--- config.mk ---
export PLATFORM = sky130hd
export DESIGN_NAME = pfo_top
export DESIGN_NICKNAME = d
export VERILOG_FILES = /design/src/pfo_pkg.sv /design/src/pfo_top.sv
export VERILOG_INCLUDE_DIRS = /design/src
export SDC_FILE = /design/constraint.sdc
export NUM_CORES = 1
export LEC_CHECK = 0
export BUFFER_PORTS_ARGS = -buffer_cell sky130_fd_sc_hd__buf_2
export CORE_UTILIZATION = 50
export DETAILED_ROUTE_END_ITERATION = 6
export PLACE_DENSITY = 0.74
export REMOVE_ABC_BUFFERS = 1
export SETUP_SLACK_MARGIN = 0.1
export SLEW_MARGIN = 20
export SYNTH_ARGS = -nofsm -noshare
export SYNTH_HDL_FRONTEND = slang
export SYNTH_SLANG_ARGS = --single-unit
--- constraint.sdc ---
create_clock -name mclk -period 2.01 [get_ports mclk]
set_input_delay 0.3015 -clock mclk [delete_from_list [all_inputs] [get_ports mclk]]
set_output_delay 0.3015 -clock mclk [all_outputs]
set_load 0.005 [all_outputs]
--- src/pfo_params.svh ---
`ifndef PFO_PARAMS_SVH
`define PFO_PARAMS_SVH
`define PFO_ADDR_OVD 4'h0
`define PFO_ADDR_SECMP 4'h1
`define PFO_ADDR_CON2 4'h2
`define PFO_ADDR_FLTA 4'h3
`define PFO_ADDR_FLTB 4'h4
`define PFO_ADDR_CTRL 4'h5
`define PFO_ADDR_STAT 4'h6
`define PFO_OVD_RST 16'hff00
`define PFO_CON2_UPD_OFF 0
`define PFO_CON2_OVR_SYNC 1
`define PFO_SEV_DIR 15
`define PFO_FLT_MODE 15
`endif

--- src/pfo_pkg.sv ---
package pfo_pkg;
  typedef enum logic [1:0] {
    PFO_NORMAL = 2'b00,
    PFO_FAULT_A = 2'b01,
    PFO_FAULT_B = 2'b10
  } pfo_fstate_t;
  typedef struct packed {
    logic [3:0] en;
    logic [7:0] st;
    logic latched;
  } pfo_fcfg_t;
  typedef struct packed {
    logic [3:0] addr;
    logic [15:0] wdata;
    logic wr;
    logic rd;
  } pfo_bus_t;
endpackage : pfo_pkg

--- src/pfo_top.sv ---
`timescale 1ns/1ps
`include "pfo_params.svh"
// Summary of operation
// - Fault A states win over fault B states on a shared pair.
// - A clears with B asserted: fault B states at next boundary.
// - A clears with B idle: normal PWM at next boundary.
// - Latched A holds until flag cleared and input released.
// - Fault pin as output with port bit low counts as asserted.
// - Fault pin set to output ignores external drive.
// - Override register: select bits 15:8, manual values 7:0.
// - Select bit low means pin takes manual value.
// - Manual one drives active state, zero inactive.
// - Complementary pair never both active; high side wins.
// - Dead time does not apply to overridden pins; only pwm_in carries it.
// - Override sync bit defers override changes to sync point.
// - Sync point is counter zero or counter equal period.
// - Trigger on counter equal compare value.
// - Up/down mode: bit 15 picks up or down phase.
// - Trigger always produced; no enable bit.
// - Postscale bits 11:8 give ratio 1:1 to 1:16.
// - Postscaler cleared by compare write and by reset.
// - Update disable blocks duty and period transfers.
// - Optional tri-state of enabled pins while debugger halts.
// - Reset behaviour and polarity set by three config bits.
// - Active states are mapped through per-side (high-side, low-side) polarity.
// - Boundary: zero edge-aligned; zero or period center-aligned.
module pfo_top #(
  parameter int TW = 15
) (
  input wire logic mclk,
  input wire logic rst_n,
  input wire logic [3:0] bus_addr,
  input wire logic [15:0] bus_wdata,
  input wire logic bus_wr,
  input wire logic bus_rd,
  output logic [15:0] bus_rdata,
  input wire logic [TW-1:0] time_base_counter,
  input wire logic [TW-1:0] period_value,
  input wire logic count_down,
  input wire logic up_down_mode,
  input wire logic center_mode,
  input wire logic time_base_enable,
  input wire logic [7:0] pwm_in,
  input wire logic [7:0] pin_enable,
  input wire logic [3:0] pair_independent_select,
  input wire logic fault_input_a_pin,
  input wire logic fault_input_b_pin,
  input wire logic [1:0] pin_direction,
  input wire logic [1:0] port_output,
  input wire logic fault_a_irq_flag,
  input wire logic debug_halt,
  input wire logic high_side_polarity,
  input wire logic low_side_polarity,
  input wire logic pins_reset_driven,
  output logic [7:0] pwm_out,
  output logic [7:0] pwm_oe,
  output logic special_event_trigger,
  output logic update_allow
);
  pfo_pkg::pfo_bus_t bus;
  logic [15:0] ovd_q;
  logic [15:0] ovd_act_q;
  logic [15:0] secmp_q;
  logic [15:0] con2_q;
  pfo_pkg::pfo_fcfg_t fa_q;
  pfo_pkg::pfo_fcfg_t fb_q;
  logic halt_tri_q;
  logic [1:0] fa_s_q;
  logic [1:0] fb_s_q;
  logic [1:0] dh_s_q;
  logic fa_ext;
  logic fb_ext;
  logic fa_act;
  logic fb_act;
  logic fa_hold_q;
  logic boundary;
  logic sync_pt;
  logic sev_match;
  logic [3:0] post_q;
  logic cfg_seen_q;
  logic oe_en_q;
  pfo_pkg::pfo_fstate_t fst_q;
  logic [7:0] pol;
  logic [7:0] ovd_val;
  logic [7:0] fin;

  assign bus = '{addr: bus_addr, wdata: bus_wdata, wr: bus_wr, rd: bus_rd};

  // Even bits are high sides, odd bits low sides.
  assign pol = {4{low_side_polarity, high_side_polarity}};

  // Fault pins pass two flip-flops before use.
  always_ff @(posedge mclk or negedge rst_n) begin
    if (!rst_n) begin
      fa_s_q <= 2'b11;
      fb_s_q <= 2'b11;
      dh_s_q <= 2'b00;
    end else begin
      fa_s_q <= {fa_s_q[0], fault_input_a_pin};
      fb_s_q <= {fb_s_q[0], fault_input_b_pin};
      dh_s_q <= {dh_s_q[0], debug_halt};
    end
  end

  // Output direction hides the pin and uses the port bit instead.
  assign fa_ext = pin_direction[0] ? ~port_output[0] : ~fa_s_q[1];
  assign fb_ext = pin_direction[1] ? ~port_output[1] : ~fb_s_q[1];
  assign fa_act = fa_ext && (fa_q.en != 4'h0);
  assign fb_act = fb_ext && (fb_q.en != 4'h0);

  // A boundary is immediate when the time base is stopped.
  assign boundary = !time_base_enable || (time_base_counter == '0) ||
                    (center_mode && (time_base_counter == period_value));

  // Override sync points are zero and the period match in every counting mode.
  assign sync_pt = !time_base_enable || (time_base_counter == '0) ||
                   (time_base_counter == period_value);

  always_ff @(posedge mclk or negedge rst_n) begin
    if (!rst_n) begin
      bus_rdata <= 16'h0000;
    end else if (bus.rd) begin
      case (bus.addr)
        `PFO_ADDR_OVD: bus_rdata <= ovd_q;
        `PFO_ADDR_SECMP: bus_rdata <= secmp_q;
        `PFO_ADDR_CON2: bus_rdata <= con2_q;
        `PFO_ADDR_FLTA: bus_rdata <= {fa_q.latched, 3'h0, fa_q.en, fa_q.st};
        `PFO_ADDR_FLTB: bus_rdata <= {fb_q.latched, 3'h0, fb_q.en, fb_q.st};
        `PFO_ADDR_CTRL: bus_rdata <= {15'h0000, halt_tri_q};
        `PFO_ADDR_STAT: bus_rdata <= {12'h000, post_q[1:0], fst_q};
        default: bus_rdata <= 16'h0000;
      endcase
    end else begin
      bus_rdata <= 16'h0000;
    end
  end

  always_ff @(posedge mclk or negedge rst_n) begin
    if (!rst_n) begin
      ovd_q <= `PFO_OVD_RST;
      secmp_q <= 16'h0000;
      con2_q <= 16'h0000;
      fa_q <= '0;
      fb_q <= '0;
      halt_tri_q <= 1'b0;
    end else if (bus.wr) begin
      case (bus.addr)
        `PFO_ADDR_OVD: ovd_q <= bus.wdata;
        `PFO_ADDR_SECMP: secmp_q <= bus.wdata;
        `PFO_ADDR_CON2: con2_q <= {4'h0, bus.wdata[11:8], 6'h00, bus.wdata[1:0]};
        `PFO_ADDR_FLTA: fa_q <= {bus.wdata[11:8], bus.wdata[7:0], bus.wdata[`PFO_FLT_MODE]};
        `PFO_ADDR_FLTB: fb_q <= {bus.wdata[11:8], bus.wdata[7:0], bus.wdata[`PFO_FLT_MODE]};
        `PFO_ADDR_CTRL: halt_tri_q <= bus.wdata[0];
        default: ;
      endcase
    end
  end

  // Override changes are copied at the sync point when sync is on.
  always_ff @(posedge mclk or negedge rst_n) begin
    if (!rst_n) begin
      ovd_act_q <= `PFO_OVD_RST;
    end else if (!con2_q[`PFO_CON2_OVR_SYNC] || sync_pt) begin
      ovd_act_q <= ovd_q;
    end
  end

  // Latched fault A stays held until both the input and the flag clear.
  always_ff @(posedge mclk or negedge rst_n) begin
    if (!rst_n) begin
      fa_hold_q <= 1'b0;
    end else if (fa_act) begin
      fa_hold_q <= fa_q.latched;
    end else if (!fault_a_irq_flag) begin
      fa_hold_q <= 1'b0;
    end
  end

  // Entry is immediate; exit or downgrade waits for a boundary.
  always_ff @(posedge mclk or negedge rst_n) begin
    if (!rst_n) begin
      fst_q <= pfo_pkg::PFO_NORMAL;
    end else begin
      case (fst_q)
        pfo_pkg::PFO_NORMAL: begin
          if (fa_act) fst_q <= pfo_pkg::PFO_FAULT_A;
          else if (fb_act) fst_q <= pfo_pkg::PFO_FAULT_B;
        end
        pfo_pkg::PFO_FAULT_A: begin
          if (!fa_act && !fa_hold_q && boundary) begin
            fst_q <= fb_act ? pfo_pkg::PFO_FAULT_B : pfo_pkg::PFO_NORMAL;
          end
        end
        pfo_pkg::PFO_FAULT_B: begin
          if (fa_act) fst_q <= pfo_pkg::PFO_FAULT_A;
          else if (!fb_act && boundary) fst_q <= pfo_pkg::PFO_NORMAL;
        end
        default: fst_q <= pfo_pkg::PFO_NORMAL;
      endcase
    end
  end

  // Dead time is upstream in pwm_in, so overridden pins carry none.
  genvar gi;
  generate
    for (gi = 0; gi < 4; gi++) begin : g_pair
      logic hi;
      logic lo;
      logic fh;
      logic fl;
      always_comb begin
        hi = ovd_act_q[8+2*gi] ? pwm_in[2*gi] : ovd_act_q[2*gi];
        lo = ovd_act_q[9+2*gi] ? pwm_in[2*gi+1] : ovd_act_q[2*gi+1];
        if (!pair_independent_select[gi] && !ovd_act_q[8+2*gi] && hi) lo = 1'b0;
        fh = hi;
        fl = lo;
        if ((fst_q == pfo_pkg::PFO_FAULT_A) && fa_q.en[gi]) begin
          fh = fa_q.st[2*gi];
          fl = fa_q.st[2*gi+1];
        end else if ((fst_q != pfo_pkg::PFO_NORMAL) && fb_q.en[gi]) begin
          fh = fb_q.st[2*gi];
          fl = fb_q.st[2*gi+1];
        end
        if (!pair_independent_select[gi] && fh) fl = 1'b0;
      end
      assign fin[2*gi] = fh;
      assign fin[2*gi+1] = fl;
    end
  endgenerate

  // A set polarity bit marks an active-low pin, so the level is inverted.
  assign ovd_val = fin ^ pol;

  // Configuration straps decide whether pins drive after reset.
  always_ff @(posedge mclk or negedge rst_n) begin
    if (!rst_n) begin
      cfg_seen_q <= 1'b0;
      oe_en_q <= 1'b0;
    end else if (!cfg_seen_q) begin
      cfg_seen_q <= 1'b1;
      oe_en_q <= pins_reset_driven;
    end else if (bus.wr && bus.addr == `PFO_ADDR_OVD) begin
      oe_en_q <= 1'b1;
    end
  end

  always_ff @(posedge mclk or negedge rst_n) begin
    if (!rst_n) begin
      pwm_out <= 8'h00;
      pwm_oe <= 8'h00;
    end else begin
      pwm_out <= ovd_val;
      pwm_oe <= (halt_tri_q && dh_s_q[1]) ? 8'h00 : (pin_enable & {8{oe_en_q}});
    end
  end

  assign sev_match = (time_base_counter == secmp_q[TW-1:0]) &&
                     (!up_down_mode || (count_down == secmp_q[`PFO_SEV_DIR]));

  // A stalled counter would match every cycle; fire once per arrival.
  logic match_q;
  always_ff @(posedge mclk or negedge rst_n) begin
    if (!rst_n) begin
      match_q <= 1'b0;
    end else begin
      match_q <= sev_match;
    end
  end

  always_ff @(posedge mclk or negedge rst_n) begin
    if (!rst_n) begin
      post_q <= 4'h0;
      special_event_trigger <= 1'b0;
    end else if (bus.wr && bus.addr == `PFO_ADDR_SECMP) begin
      post_q <= 4'h0;
      special_event_trigger <= 1'b0;
    end else if (sev_match && !match_q) begin
      if (post_q >= con2_q[11:8]) begin
        post_q <= 4'h0;
        special_event_trigger <= 1'b1;
      end else begin
        post_q <= post_q + 4'h1;
        special_event_trigger <= 1'b0;
      end
    end else begin
      special_event_trigger <= 1'b0;
    end
  end

  // The duty/period transfer logic outside obeys this level.
  always_ff @(posedge mclk or negedge rst_n) begin
    if (!rst_n) begin
      update_allow <= 1'b1;
    end else begin
      update_allow <= !con2_q[`PFO_CON2_UPD_OFF];
    end
  end

  trig_pulse_a: assert property (@(posedge mclk) disable iff (!rst_n)
    special_event_trigger |=> !special_event_trigger)
    else $error("trigger longer than one cycle");
  comp_excl_a: assert property (@(posedge mclk) disable iff (!rst_n)
    (pol == 8'h00 && !pair_independent_select[0]) |-> !(fin[0] && fin[1]))
    else $error("both pair pins active");
  sync_hold_a: assert property (@(posedge mclk) disable iff (!rst_n)
    (con2_q[`PFO_CON2_OVR_SYNC] && !sync_pt) |=> ovd_act_q == $past(ovd_act_q))
    else $error("override changed off sync point");
  fault_entry_a: assert property (@(posedge mclk) disable iff (!rst_n)
    fa_act |=> fst_q == pfo_pkg::PFO_FAULT_A)
    else $error("fault A not entered");
  latch_hold_a: assert property (@(posedge mclk) disable iff (!rst_n)
    (fst_q == pfo_pkg::PFO_FAULT_A && fa_hold_q) |=> fst_q == pfo_pkg::PFO_FAULT_A)
    else $error("latched fault left early");
  exit_bound_a: assert property (@(posedge mclk) disable iff (!rst_n)
    (fst_q != pfo_pkg::PFO_NORMAL && !boundary && $past(fst_q) == fst_q)
    |=> fst_q != pfo_pkg::PFO_NORMAL) else $error("fault exit off boundary");
  post_clear_a: assert property (@(posedge mclk) disable iff (!rst_n)
    (bus.wr && bus.addr == `PFO_ADDR_SECMP) |=> post_q == 4'h0)
    else $error("postscaler not cleared");
  update_lock_a: assert property (@(posedge mclk) disable iff (!rst_n)
    con2_q[`PFO_CON2_UPD_OFF] |=> !update_allow)
    else $error("update not locked");
  halt_tri_a: assert property (@(posedge mclk) disable iff (!rst_n)
    (halt_tri_q && dh_s_q[1]) |=> pwm_oe == 8'h00)
    else $error("pins not tri-stated");

  // The checks below tie fault states, pin levels, enables and trigger pulses back to the inputs and programmed values.
  override_reg_a: assert property (@(posedge mclk) disable iff (!rst_n)
    (bus.wr && bus.addr == `PFO_ADDR_OVD) |=> ovd_q == $past(bus.wdata))
    else $error("override register write lost");
  soft_fault_a: assert property (@(posedge mclk) disable iff (!rst_n)
    (pin_direction[1] && !port_output[1] && fb_q.en != 4'h0)
    |=> fst_q != pfo_pkg::PFO_NORMAL) else $error("software fault not entered");
  pin_masked_a: assert property (@(posedge mclk) disable iff (!rst_n)
    (pin_direction[1] && port_output[1] && !fa_act && fst_q == pfo_pkg::PFO_NORMAL)
    |=> fst_q == pfo_pkg::PFO_NORMAL) else $error("masked fault pin acted");
  fault_b_swap_a: assert property (@(posedge mclk) disable iff (!rst_n)
    (fst_q == pfo_pkg::PFO_FAULT_A && !fa_act && !fa_hold_q && boundary && fb_act)
    |=> fst_q == pfo_pkg::PFO_FAULT_B) else $error("fault B states not taken");
  fault_b_hold_a: assert property (@(posedge mclk) disable iff (!rst_n)
    (fst_q == pfo_pkg::PFO_FAULT_B && fb_act && !fa_act)
    |=> fst_q == pfo_pkg::PFO_FAULT_B) else $error("fault B left while asserted");
  fault_resume_a: assert property (@(posedge mclk) disable iff (!rst_n)
    (fst_q != pfo_pkg::PFO_NORMAL && !fa_act && !fa_hold_q && !fb_act && boundary)
    |=> fst_q == pfo_pkg::PFO_NORMAL) else $error("normal output not resumed");
  ovd_value_a: assert property (@(posedge mclk) disable iff (!rst_n)
    (!ovd_act_q[11] && fst_q == pfo_pkg::PFO_NORMAL && pair_independent_select[1])
    |=> pwm_out[3] == $past(ovd_act_q[3] ^ pol[3])) else $error("manual value not driven");
  fault_pol_a: assert property (@(posedge mclk) disable iff (!rst_n)
    (fst_q == pfo_pkg::PFO_FAULT_A && fa_q.en[0])
    |=> pwm_out[0] == $past(fa_q.st[0] ^ pol[0])) else $error("fault state level wrong");
  sync_point_a: assert property (@(posedge mclk) disable iff (!rst_n)
    (con2_q[`PFO_CON2_OVR_SYNC] && sync_pt) |=> ovd_act_q == $past(ovd_q))
    else $error("override not applied at sync point");
  exit_wait_a: assert property (@(posedge mclk) disable iff (!rst_n)
    (fst_q != pfo_pkg::PFO_NORMAL && time_base_enable && time_base_counter != '0 &&
    !(center_mode && time_base_counter == period_value))
    |=> fst_q != pfo_pkg::PFO_NORMAL) else $error("fault left between boundaries");
  trig_match_a: assert property (@(posedge mclk) disable iff (!rst_n)
    special_event_trigger |-> $past(sev_match))
    else $error("trigger without compare match");
  trig_dir_a: assert property (@(posedge mclk) disable iff (!rst_n)
    (up_down_mode && (count_down != secmp_q[`PFO_SEV_DIR])) |=> !special_event_trigger)
    else $error("trigger in wrong count phase");
  trig_always_a: assert property (@(posedge mclk) disable iff (!rst_n)
    (sev_match && !match_q && con2_q[11:8] == 4'h0 &&
    !(bus.wr && bus.addr == `PFO_ADDR_SECMP)) |=> special_event_trigger)
    else $error("trigger missing at one to one");
  post_ratio_a: assert property (@(posedge mclk) disable iff (!rst_n)
    (sev_match && !match_q && post_q < con2_q[11:8] &&
    !(bus.wr && bus.addr == `PFO_ADDR_SECMP))
    |=> (!special_event_trigger && post_q == $past(post_q) + 4'h1))
    else $error("postscaler count wrong");
  reset_strap_a: assert property (@(posedge mclk) disable iff (!rst_n)
    !cfg_seen_q |=> oe_en_q == $past(pins_reset_driven))
    else $error("reset strap not applied");
  halt_release_a: assert property (@(posedge mclk) disable iff (!rst_n)
    !dh_s_q[1] |=> pwm_oe == $past(pin_enable & {8{oe_en_q}}))
    else $error("pins not driven after halt");
endmodule : pfo_top

==> flow_metrics.py, run 1 <==
metrics = {
    "status": {
        "status": "complete, but fails checks",
        "violations": "DRC",
    },
    "grt": {
        "grt_start_max_net_pins": 49,
        "antenna_found_initial": 0,
        "grt_pass1_vias": 4740,
        "grt_pass1_wl_um": 24200,
        "grt_use_total": 0.256,
        "grt.overflow.total": 0,
    },
    "worst_setup_path": {
        "worst-setup-path-type": "register to register",
        "crit_fanout": 6,
        "cp.arrival_ps": 2210,
        "path_buf_inv": 1,
        "startpoint_type": "register",
        "crit_chain": "buf_4, nor2b_1, nand2_1, mux2i_4, o221ai_2, xnor2_1",
        "slowest_stage": "dfrtp_2",
        "cp.required_ps": 2340,
        "slowest_delay_ps": 450,
        "worstSetupEndpointType": "register",
        "cp_top_family": "simple AND/OR/NAND/NOR gates",
    },
    "clocking": {
        "cts_setup_buffers": 0,
        "path_clk_slew_ps": 60,
        "cts_root_buf": "clkbuf_16",
        "clockBufferDepth": 2,
        "clk_latency_ps": 420,
        "cts.sinks": 131,
        "cts_tree": "done",
        "cts_inserted_buffers": 17,
        "htree_levels": 4,
    },
    "synth": {
        "seq_area_frac_synth": 0.545,
        "async_flop_share": 1.00,
        "synthesis.area_mm2": 0.00606,
        "synth_flop_cell": "dfrtp_1",
        "yosys_warnings": 0,
        "synth_edf_count": 0,
        "syn-mean-instance-area_um2": 12.9,
        "synthCells": 470,
        "synth_cell_types": 48,
        "ys_ff_latch": 131,
    },
    "route": {
        "ant_nets": 0,
        "first_pass_iters": 7,
        "wl_per_cell_um": 19.7,
        "drt_iter0_drc": 353,
        "vias_per_cell": 5.76,
        "routed_wl_um": 15500,
        "drcViolationCount": 14,
        "via_count": 4544,
    },
    "timing": {
        "fin_ws_ps": 124,
        "worst_pin_slew_ps": 633,
        "fin_hold_ws_ps": 83.3,
        "max-slew-margin-rel": 0.574,
        "maxSlewViolCount": 0,
        "final.setup_skew_ps": 5.55,
        "rsz0062_at_grt": "true",
        "hold_violations": 0,
        "clock.fmax_mhz": 530,
        "period_needed_ps": 1890,
        "fin_crit_sh": 0.939,
        "setup_tns_ps": 0,
        "setup_violations": 0,
    },
    "power": {
        "comb_power_share": 0.216,
        "vdd_drop_max_v": 0.000638,
        "total_power_mw": 8.98,
        "switching_share": 0.272,
        "power_frac_seq": 0.415,
        "power.internal_mw": 6.54,
        "power.leakage_nw": 3.61,
        "power_density_mw_per_mm2": 1150,
        "clockPowerShare": 0.369,
        "power_switching_mw": 2.44,
    },
    "placement": {
        "gp_congestion": 0.869,
        "portBuffers": 122,
        "pre_cts_ws_ps": -239,
        "hpwl_um": 11100,
    },
    "finish": {
        "final_common_cell": "buf_2",
        "nNetsFinal": 727,
        "area_growth_pct": 29.3,
        "n_antenna_cell": 0,
        "final_core_util": 0.675,
        "final_cell_mix": "buf_2 (121), dfrtp_1 (108), mux2_2 (83)",
        "drive_gt1_frac": 0.500,
    },
    "floorplanning": {
        "core_area_mm2": 0.0116,
        "die-area_mm2": 0.0126,
        "die_x_um": 112,
        "die_h_um": 112,
        "initial_core_util": 0.522,
        "io_pins": 123,
        "num_rows": 39,
    },
    "flow_run": {
        "cap_violations": 0,
    },
    "hold_path": {
        "hold_path_class": "input pin to register",
    },
}
-- per-stage QoR --
| stage | area [µm²] | cells |
|---|---|---|
| global placement | 7090 | 753 |
| finish | 7840 | 789 |
| CTS | 7780 | 789 |
| floorplan | 5960 | 448 |
| global route | 7840 | 789 |
| detailed placement | 7090 | 753 |
-- power by group through the flow --
stage          combinational [mW]  sequential, mW  clock, mW
6_report                     1.94            3.72       3.31
5_1_grt                      2.10            3.78       3.48
4_1_cts                      1.89            3.70       3.35
3_5_place_dp                 1.84            3.73          0
3_3_place_gp                 1.76            3.70          0
2_1_floorplan                1.11            3.60          0
-- state kept, by name, indices dropped and copies added (netlist names), 2 cells and up --
register	flops
pwm_oe	8
ovd_act_q	16
dh_s_q	2
con2_q	6
pwm_out	8
fa_s_q	2
fst_q	2
fb_q	13
secmp_q	16
ovd_q	16
bus_rdata	16
fb_s_q	2
fa_q	13
post_q	4
-- worst register-to-register path: cells and delay by family (launching register included) --
kind	cells	cell delay, ps
AO/OA/AOI/OAI	1	240
XOR/XNOR	1	170
buffers and inverters	1	150
flip-flops	1	450
multiplexers	1	280
AND/OR/NAND/NOR	2	500
-- layout make-up --
class	count	area [µm²]
well taps	143	179
inverters	13	48.8
clock buffers	21	470
clock inverters	11	174
multi-input cells	304	2670
flip-flops and latches	131	3310
fillers	863	3780
repair buffers	166	991
-- Yosys cell counts (2+ instances only) --
library cell / number / area, µm²
nor4_1: 7 / 43.8
nand2_1: 15 / 56.3
a21o_1: 2 / 15.0
a21oi_1: 16 / 80.1
and2_1: 11 / 68.8
xor2_1: 28 / 245
o41ai_1: 4 / 35.0
buf_1: 4 / 15.0
ha_1: 5 / 62.6
nand4b_1: 4 / 35.0
o211ai_1: 4 / 30.0
a31oi_1: 3 / 18.8
o311ai_0: 4 / 35.0
nor2_1: 9 / 33.8
inv_1: 13 / 48.8
mux2i_1: 7 / 70.1
dfrtp_1: 110 / 2750
mux2_4: 10 / 150
nand4_1: 3 / 18.8
nand3_1: 4 / 20.0
mux2_2: 83 / 935
clkbuf_1: 16 / 60.1
nor3_1: 5 / 25.0
a211oi_1: 5 / 37.5
or4_1: 3 / 22.5
nor2b_1: 3 / 18.8
a22oi_1: 22 / 165
o21ai_0: 7 / 35.0
o221ai_1: 4 / 35.0
nand2b_1: 4 / 25.0
a222oi_1: 7 / 70.1
xnor2_1: 11 / 96.3
and3_1: 2 / 12.5
dfstp_2: 21 / 552
-- what timing repair did --
item	CTS	global route
resized for setup	8	11
endpoints found under the setup margin	10	9
hold buffers	4	0
pin swaps	1	3
hold endpoints to repair	27	0
-- cells by family (layout without fill, tap and decap cells) --
| family | Yosys count | after routing | share of synthesized area |
|---|---|---|---|
| simple gates | 78 | 78 | 0.0751 |
| flops | 131 | 131 | 0.545 |
| buf+inv | 35 | 211 | 0.0256 |
| xor+xnor | 39 | 39 | 0.0563 |
| mux | 100 | 100 | 0.191 |
| compound gates | 81 | 81 | 0.0964 |
| fa+ha+maj | 5 | 5 | 0.0103 |
| other cells | 1 | 1 | 0.000619 |
-- routing by layer --
metal / routed length [µm] / vias to the layer above / share of wire / global-route usage
met5: 0 / - / 0 / 0
met1: 6540 / 2263 / 0.42 / 0.327
met3: 970 / 38 / 0.063 / 0.0556
met2: 7520 / 189 / 0.48 / 0.417
met4: 493 / 0 / 0.032 / 0.125
li1: - / 2054 / - / -
-- worst paths after layout --
path                            slack [ps]                  from              endpoint  cells after the start
min in group asynchronous              370                 rst_n   fb_q[8]$_DFFE_PN0P_                      2
worst min-delay path                    80         pin_enable[0]   pwm_oe[0]$_DFF_PN0_                      2
worst min register to register         360   fb_s_q[0]$_DFF_PN1_   fb_s_q[1]$_DFF_PN1_                      0
worst max-delay path                   120  fst_q[0]$_DFFE_PN0P_  pwm_out[5]$_DFF_PN0_                      6
max in group asynchronous              940                 rst_n  ovd_q[9]$_DFFE_PN1P_                      3
worst max register to register         120  fst_q[0]$_DFFE_PN0P_  pwm_out[5]$_DFF_PN0_                      6
No activity file was read; power rests on OpenSTA's default activity.
==> run 2: changes to the inputs <==
--- a/config.mk
+++ b/config.mk
@@ -9,6 +9,7 @@
 export BUFFER_PORTS_ARGS = -buffer_cell sky130_fd_sc_hd__buf_2
 export CORE_UTILIZATION = 50
 export DETAILED_ROUTE_END_ITERATION = 6
+export HOLD_SLACK_MARGIN = 0.1
 export PLACE_DENSITY = 0.74
 export REMOVE_ABC_BUFFERS = 1
 export SETUP_SLACK_MARGIN = 0.1
==> flow_metrics.py, run 2 (synthesis results as in run 1) <==
metrics = {
    "status": {
        "status": "complete, but fails checks",
        "violations": "DRC",
    },
    "floorplanning": {
        "core_area_mm2": 0.0116,
        "io_pins": 123,
        "initial_core_util": 0.522,
        "die_x_um": 112,
        "die-area_mm2": 0.0126,
        "num_rows": 39,
        "die_h_um": 112,
    },
    "grt": {
        "grt.overflow.total": 0,
        "grt_start_max_net_pins": 49,
        "grt_pass1_vias": 4794,
        "antenna_found_initial": 0,
        "grt_pass1_wl_um": 24400,
        "grt_use_total": 0.258,
    },
    "clocking": {
        "cts_inserted_buffers": 17,
        "htree_levels": 4,
        "cts_setup_buffers": 0,
        "cts_root_buf": "clkbuf_16",
        "path_clk_slew_ps": 50,
        "clk_latency_ps": 420,
        "clockBufferDepth": 2,
        "cts.sinks": 131,
        "cts_tree": "done",
    },
    "power": {
        "power_density_mw_per_mm2": 1130,
        "vdd_drop_max_v": 0.000634,
        "power_switching_mw": 2.44,
        "total_power_mw": 8.98,
        "power.internal_mw": 6.55,
        "clockPowerShare": 0.369,
        "comb_power_share": 0.217,
        "power_frac_seq": 0.414,
        "switching_share": 0.271,
        "power.leakage_nw": 3.64,
    },
    "finish": {
        "final_cell_mix": "buf_2 (121), dfrtp_1 (108), mux2_2 (83)",
        "area_growth_pct": 30.6,
        "drive_gt1_frac": 0.494,
        "n_antenna_cell": 0,
        "final_common_cell": "buf_2",
        "nNetsFinal": 735,
    },
    "route": {
        "wl_per_cell_um": 19.6,
        "first_pass_iters": 7,
        "drt_iter0_drc": 317,
        "via_count": 4579,
        "routed_wl_um": 15600,
        "ant_nets": 0,
        "drcViolationCount": 8,
        "vias_per_cell": 5.75,
    },
    "timing": {
        "fin_ws_ps": 133,
        "maxSlewViolCount": 0,
        "clock.fmax_mhz": 533,
        "period_needed_ps": 1880,
        "setup_violations": 0,
        "worst_pin_slew_ps": 646,
        "rsz0062_at_grt": "true",
        "fin_hold_ws_ps": 131,
        "max-slew-margin-rel": 0.565,
        "hold_violations": 0,
        "setup_tns_ps": 0,
        "final.setup_skew_ps": 6.41,
        "fin_crit_sh": 0.934,
    },
    "hold_path": {
        "hold_depth": 2,
        "hold_path_end": "secmp_q[14]$_DFFE_PN0P_",
        "hold_path_class": "input pin to register",
        "min_from": "bus_wdata[14]",
    },
    "placement": {
        "hpwl_um": 11100,
        "portBuffers": 122,
        "pre_cts_ws_ps": -239,
        "gp_congestion": 0.869,
    },
    "worst_setup_path": {
        "worstSetupEndpointType": "register",
        "worst-setup-path-type": "register to register",
        "rr_endpoint": "post_q[2]$_DFFE_PN0P_",
        "r2r_slack_ps": 130,
        "cp.required_ps": 2290,
        "crit_fanout": 3,
        "cp.arrival_ps": 2160,
        "rr_worst_depth": 6,
        "startpoint_type": "register",
        "rr_startpoint": "secmp_q[8]$_DFFE_PN0P_",
    },
    "flow_run": {
        "cap_violations": 0,
    },
}
[run 2: cell types whose count changed in the layout (fill, tap and decap cells not counted), sizes merged]
cell	delta
dlygate4sd3	+8
[run 2: worst max-delay path by stage]
stage / from / to / cells after the start
2_1_floorplan: bus_addr[1] / post_q[2]$_DFFE_PN0P_ / 5
6_report: secmp_q[8]$_DFFE_PN0P_ / post_q[2]$_DFFE_PN0P_ / 6
5_1_grt: secmp_q[6]$_DFFE_PN0P_ / post_q[2]$_DFFE_PN0P_ / 6
3_5_place_dp: time_base_counter[0] / ovd_act_q[7]$_DFFE_PN0P_ / 6
3_3_place_gp: time_base_counter[0] / ovd_act_q[7]$_DFFE_PN0P_ / 6
4_1_cts: ovd_act_q[12]$_DFFE_PN1P_ / pwm_out[5]$_DFF_PN0_ / 5
[run 2: repair_timing]
item | 4_1_cts | 5_1_grt
gates resized for setup | 8 | 11
pin swaps | 1 | 3
setup endpoints to repair | 10 | 9
cloned | 0 | 0
hold buffers | 12 | 0
hold endpoints to repair | 35 | 0
[run 2: routing by layer]
metal  wire length, µm  vias up  GRT usage  share of wire
met5                 0        -          0              0
met4               450        0      0.125          0.029
met3               950       34     0.0556          0.061
met2              7680      172      0.422           0.49
met1              6550     2299      0.328           0.42
li1                  -     2074          -              -
[run 2: final cells by class]
cell class	instances	area [µm²]
fillers	857	3700
well taps	143	179
flip-flops and latches	131	3310
inverters	13	48.8
multi-input cells	304	2670
clock buffers	21	470
clock inverters	11	174
repair buffers	174	1070
[run 2: power groups by stage]
stage / registers (mW) / logic (mW) / clock network, mW
2_1_floorplan: 3.60 / 1.11 / 0
3_3_place_gp: 3.70 / 1.76 / 0
3_5_place_dp: 3.73 / 1.84 / 0
4_1_cts: 3.70 / 1.90 / 3.35
5_1_grt: 3.78 / 2.11 / 3.48
6_report: 3.72 / 1.94 / 3.32
[run 2: critical path: stages (launching register included)]
cell     delay (ps)
dfrtp_2         440
xor2_1          190
nor4_2          290
nand4_1         220
buf_4           210
o41ai_2         270
o21ai_0         130
[run 2: metrics by stage]
stage                     instances  utilization  area (µm²)
after detailed placement        753        0.610        7090
after floorplan                 448            -        5960
final                           797        0.682        7920
after global routing            797        0.682        7920
after CTS                       797        0.677        7870
after global placement          753        0.610        7090
==> run 3: changes to the inputs <==
--- a/config.mk
+++ b/config.mk
@@ -6,11 +6,12 @@
 export SDC_FILE = /design/constraint.sdc
 export NUM_CORES = 1
 export LEC_CHECK = 0
+export ABC_AREA = 1
 export BUFFER_PORTS_ARGS = -buffer_cell sky130_fd_sc_hd__buf_2
 export CORE_UTILIZATION = 50
 export DETAILED_ROUTE_END_ITERATION = 6
 export HOLD_SLACK_MARGIN = 0.1
-export PLACE_DENSITY = 0.74
+export PLACE_DENSITY = 0.73
 export REMOVE_ABC_BUFFERS = 1
 export SETUP_SLACK_MARGIN = 0.1
 export SLEW_MARGIN = 20
==> flow_metrics.py, run 3 <==
metrics = {
    "power": {
        "power_frac_seq": 0.433,
        "switching_share": 0.294,
        "comb_power_share": 0.207,
        "power.leakage_nw": 4.04,
        "power.internal_mw": 5.88,
        "power_density_mw_per_mm2": 1070,
        "vdd_drop_max_v": 0.000726,
        "power_switching_mw": 2.45,
        "total_power_mw": 8.34,
        "clockPowerShare": 0.361,
    },
    "synth": {
        "synth_top_area_cell": "dfrtp_1",
        "syn-mean-instance-area_um2": 8.33,
        "ys_ff_latch": 131,
        "synth_flop_cell": "dfrtp_1",
        "synth.area.top_cells": "dfrtp_1 (44%), nand2_1 (13%), dfstp_2 (8.8%)",
        "yosysTopAreaCellShare": 0.439,
        "synthesis.area_mm2": 0.00627,
        "seq_area_frac_synth": 0.527,
        "synth_cell_types": 41,
        "yosys_warnings": 0,
        "synth_edf_count": 0,
        "synthCells": 753,
        "async_flop_share": 1.00,
        "yosysMostFrequentCell": "nand2_1",
        "synth_common_cells": "nand2_1 (211), dfrtp_1 (110), inv_1 (92), o21ai_1 (68), nor2_1 (41)",
    },
    "grt": {
        "grt_pass1_vias": 5004,
        "use_met2": 0.398,
        "antenna_found_initial": 0,
        "top_usage_layer": "met2",
        "met1_usage": 0.352,
        "grtUsageMet3": 0.0648,
        "grt_pass1_wl_um": 25200,
        "grt_start_max_net_pins": 56,
        "grt.overflow.total": 0,
        "grt_use_total": 0.255,
    },
    "timing": {
        "maxSlewViolCount": 0,
        "rsz0062_at_grt": "false",
        "max-slew-margin-rel": 0.556,
        "worst_pin_slew_ps": 666,
        "fin_crit_sh": 0.798,
        "clock.fmax_mhz": 623,
        "setup_violations": 0,
        "final.setup_skew_ps": 7.60,
        "fin_hold_ws_ps": 123,
        "hold_violations": 0,
        "period_needed_ps": 1600,
        "fin_ws_ps": 406,
        "setup_tns_ps": 0,
    },
    "worst_setup_path": {
        "rr_worst_depth": 10,
        "crit_fanout": 5,
        "cp.required_ps": 2370,
        "worstSetupEndpointType": "register",
        "startpoint_type": "register",
        "cp.arrival_ps": 1970,
        "worst-setup-path-type": "register to register",
    },
    "route": {
        "vias_per_cell": 5.02,
        "via_count": 5416,
        "drcViolationCount": 0,
        "routed_wl_um": 15300,
        "drt_iter0_drc": 406,
        "wl_per_cell_um": 14.2,
        "ant_nets": 0,
        "first_pass_iters": 5,
    },
    "clocking": {
        "clk_latency_ps": 420,
        "cts_inserted_buffers": 17,
        "cts.sinks": 131,
        "cts_resized": 0,
        "path_clk_slew_ps": 50,
        "cts_root_buf": "clkbuf_16",
        "clockBufferDepth": 2,
        "htree_levels": 4,
        "cts_tree": "done",
        "cts_setup_buffers": 0,
        "hold_buffers": 12,
    },
    "finish": {
        "final_common_cell": "nand2_1",
        "nNetsFinal": 991,
        "drive_gt1_frac": 0.244,
        "final_core_util": 0.643,
        "n_antenna_cell": 0,
        "area_growth_pct": 24.1,
        "final_cell_mix": "nand2_1 (211), buf_2 (121), dfrtp_1 (110)",
        "instances_no_fill": 1078,
        "final_cell_area_mm2": 0.00779,
    },
    "placement": {
        "portBuffers": 122,
        "pre_cts_ws_ps": 357,
        "hpwl_um": 11300,
        "dpl-instance-area_mm2": 0.00709,
        "gp_congestion": 0.857,
        "place_inst": 1034,
    },
    "floorplanning": {
        "initial_core_util": 0.518,
        "num_rows": 40,
        "die_h_um": 114,
        "die-area_mm2": 0.0130,
        "io_pins": 123,
        "die_x_um": 114,
        "core_area_mm2": 0.0121,
    },
    "flow_run": {
        "cap_violations": 0,
    },
    "hold_path": {
        "hold_depth": 3,
        "hold_path_class": "input pin to register",
    },
    "status": {
        "status": "finished clean",
    },
}
==> run 3: changes by cell type after synthesis, moves of 16 or more <==
cell     previous run  this run
inv_1              13        92
a22oi_1            22         0
o21ai_1             0        68
inv_2               0        18
nand3_1             4        20
mux2_2             83         1
nand2_1            15       211
o21ai_0             7        33
nor2_1              9        41
==> run 3: power groups by stage <==
stage	Sequential [mW]	Combinational [mW]	Clock, mW
2_1_floorplan	3.54	1.14	0
3_3_place_gp	3.63	1.66	0
3_5_place_dp	3.64	1.70	0
4_1_cts	3.60	1.74	3.03
5_1_grt	3.67	1.99	3.18
6_report	3.61	1.72	3.01
==> run 3: layout make-up <==
type	count	area (µm²)
clock inverters	4	70.1
fillers	1062	4320
flip-flops and latches	131	3300
well taps	168	210
repair buffers	144	833
inverters	111	419
clock buffers	28	507
multi-input cells	492	2440
==> run 3: cells by family (layout without fill, tap and decap cells) <==
| logic type | count (synthesis) | count (layout) | share of synthesized area |
|---|---|---|---|
| mux | 1 | 1 | 0.00179 |
| buf+inv | 130 | 287 | 0.0837 |
| xor+xnor | 20 | 20 | 0.0279 |
| compound gates | 151 | 151 | 0.137 |
| flops | 131 | 131 | 0.527 |
| fa+ha+maj | 5 | 5 | 0.00997 |
| simple gates | 314 | 314 | 0.213 |
| other cells | 1 | 1 | 0.000598 |
==> run 3: critical path: stages, from the launching register on <==
cell and delay, ps:
dfrtp_1 470, ha_1 320, inv_1 60, nor2_1 30
o211ai_1 140, nand3_1 170, inv_1 110, nand2_1 50
nor2_1 80, nand2_1 60, nand2_1 60
==> run 3: routing by layer <==
layer / share of wire / vias up / routed length [µm]
li1: - / 2713 / -
met1: 0.46 / 2517 / 7040
met2: 0.46 / 169 / 7030
met3: 0.068 / 17 / 1040
met4: 0.015 / 0 / 228
met5: 0 / - / 0
==> run 3: path summary, 6_finish.rpt <==
path	from	end	slack [ps]
setup / recovery	post_q[1]$_DFFE_PN0P_	post_q[1]$_DFFE_PN0P_	410
hold / removal	low_side_polarity	pwm_out[5]$_DFF_PN0_	120
setup reg to reg	post_q[1]$_DFFE_PN0P_	post_q[1]$_DFFE_PN0P_	410
hold reg to reg	fb_s_q[0]$_DFF_PN1_	fb_s_q[1]$_DFF_PN1_	360
max in group asynchronous	rst_n	ovd_act_q[11]$_DFFE_PN1P_	950
min in group asynchronous	rst_n	bus_rdata[7]$_DFF_PN0_	380
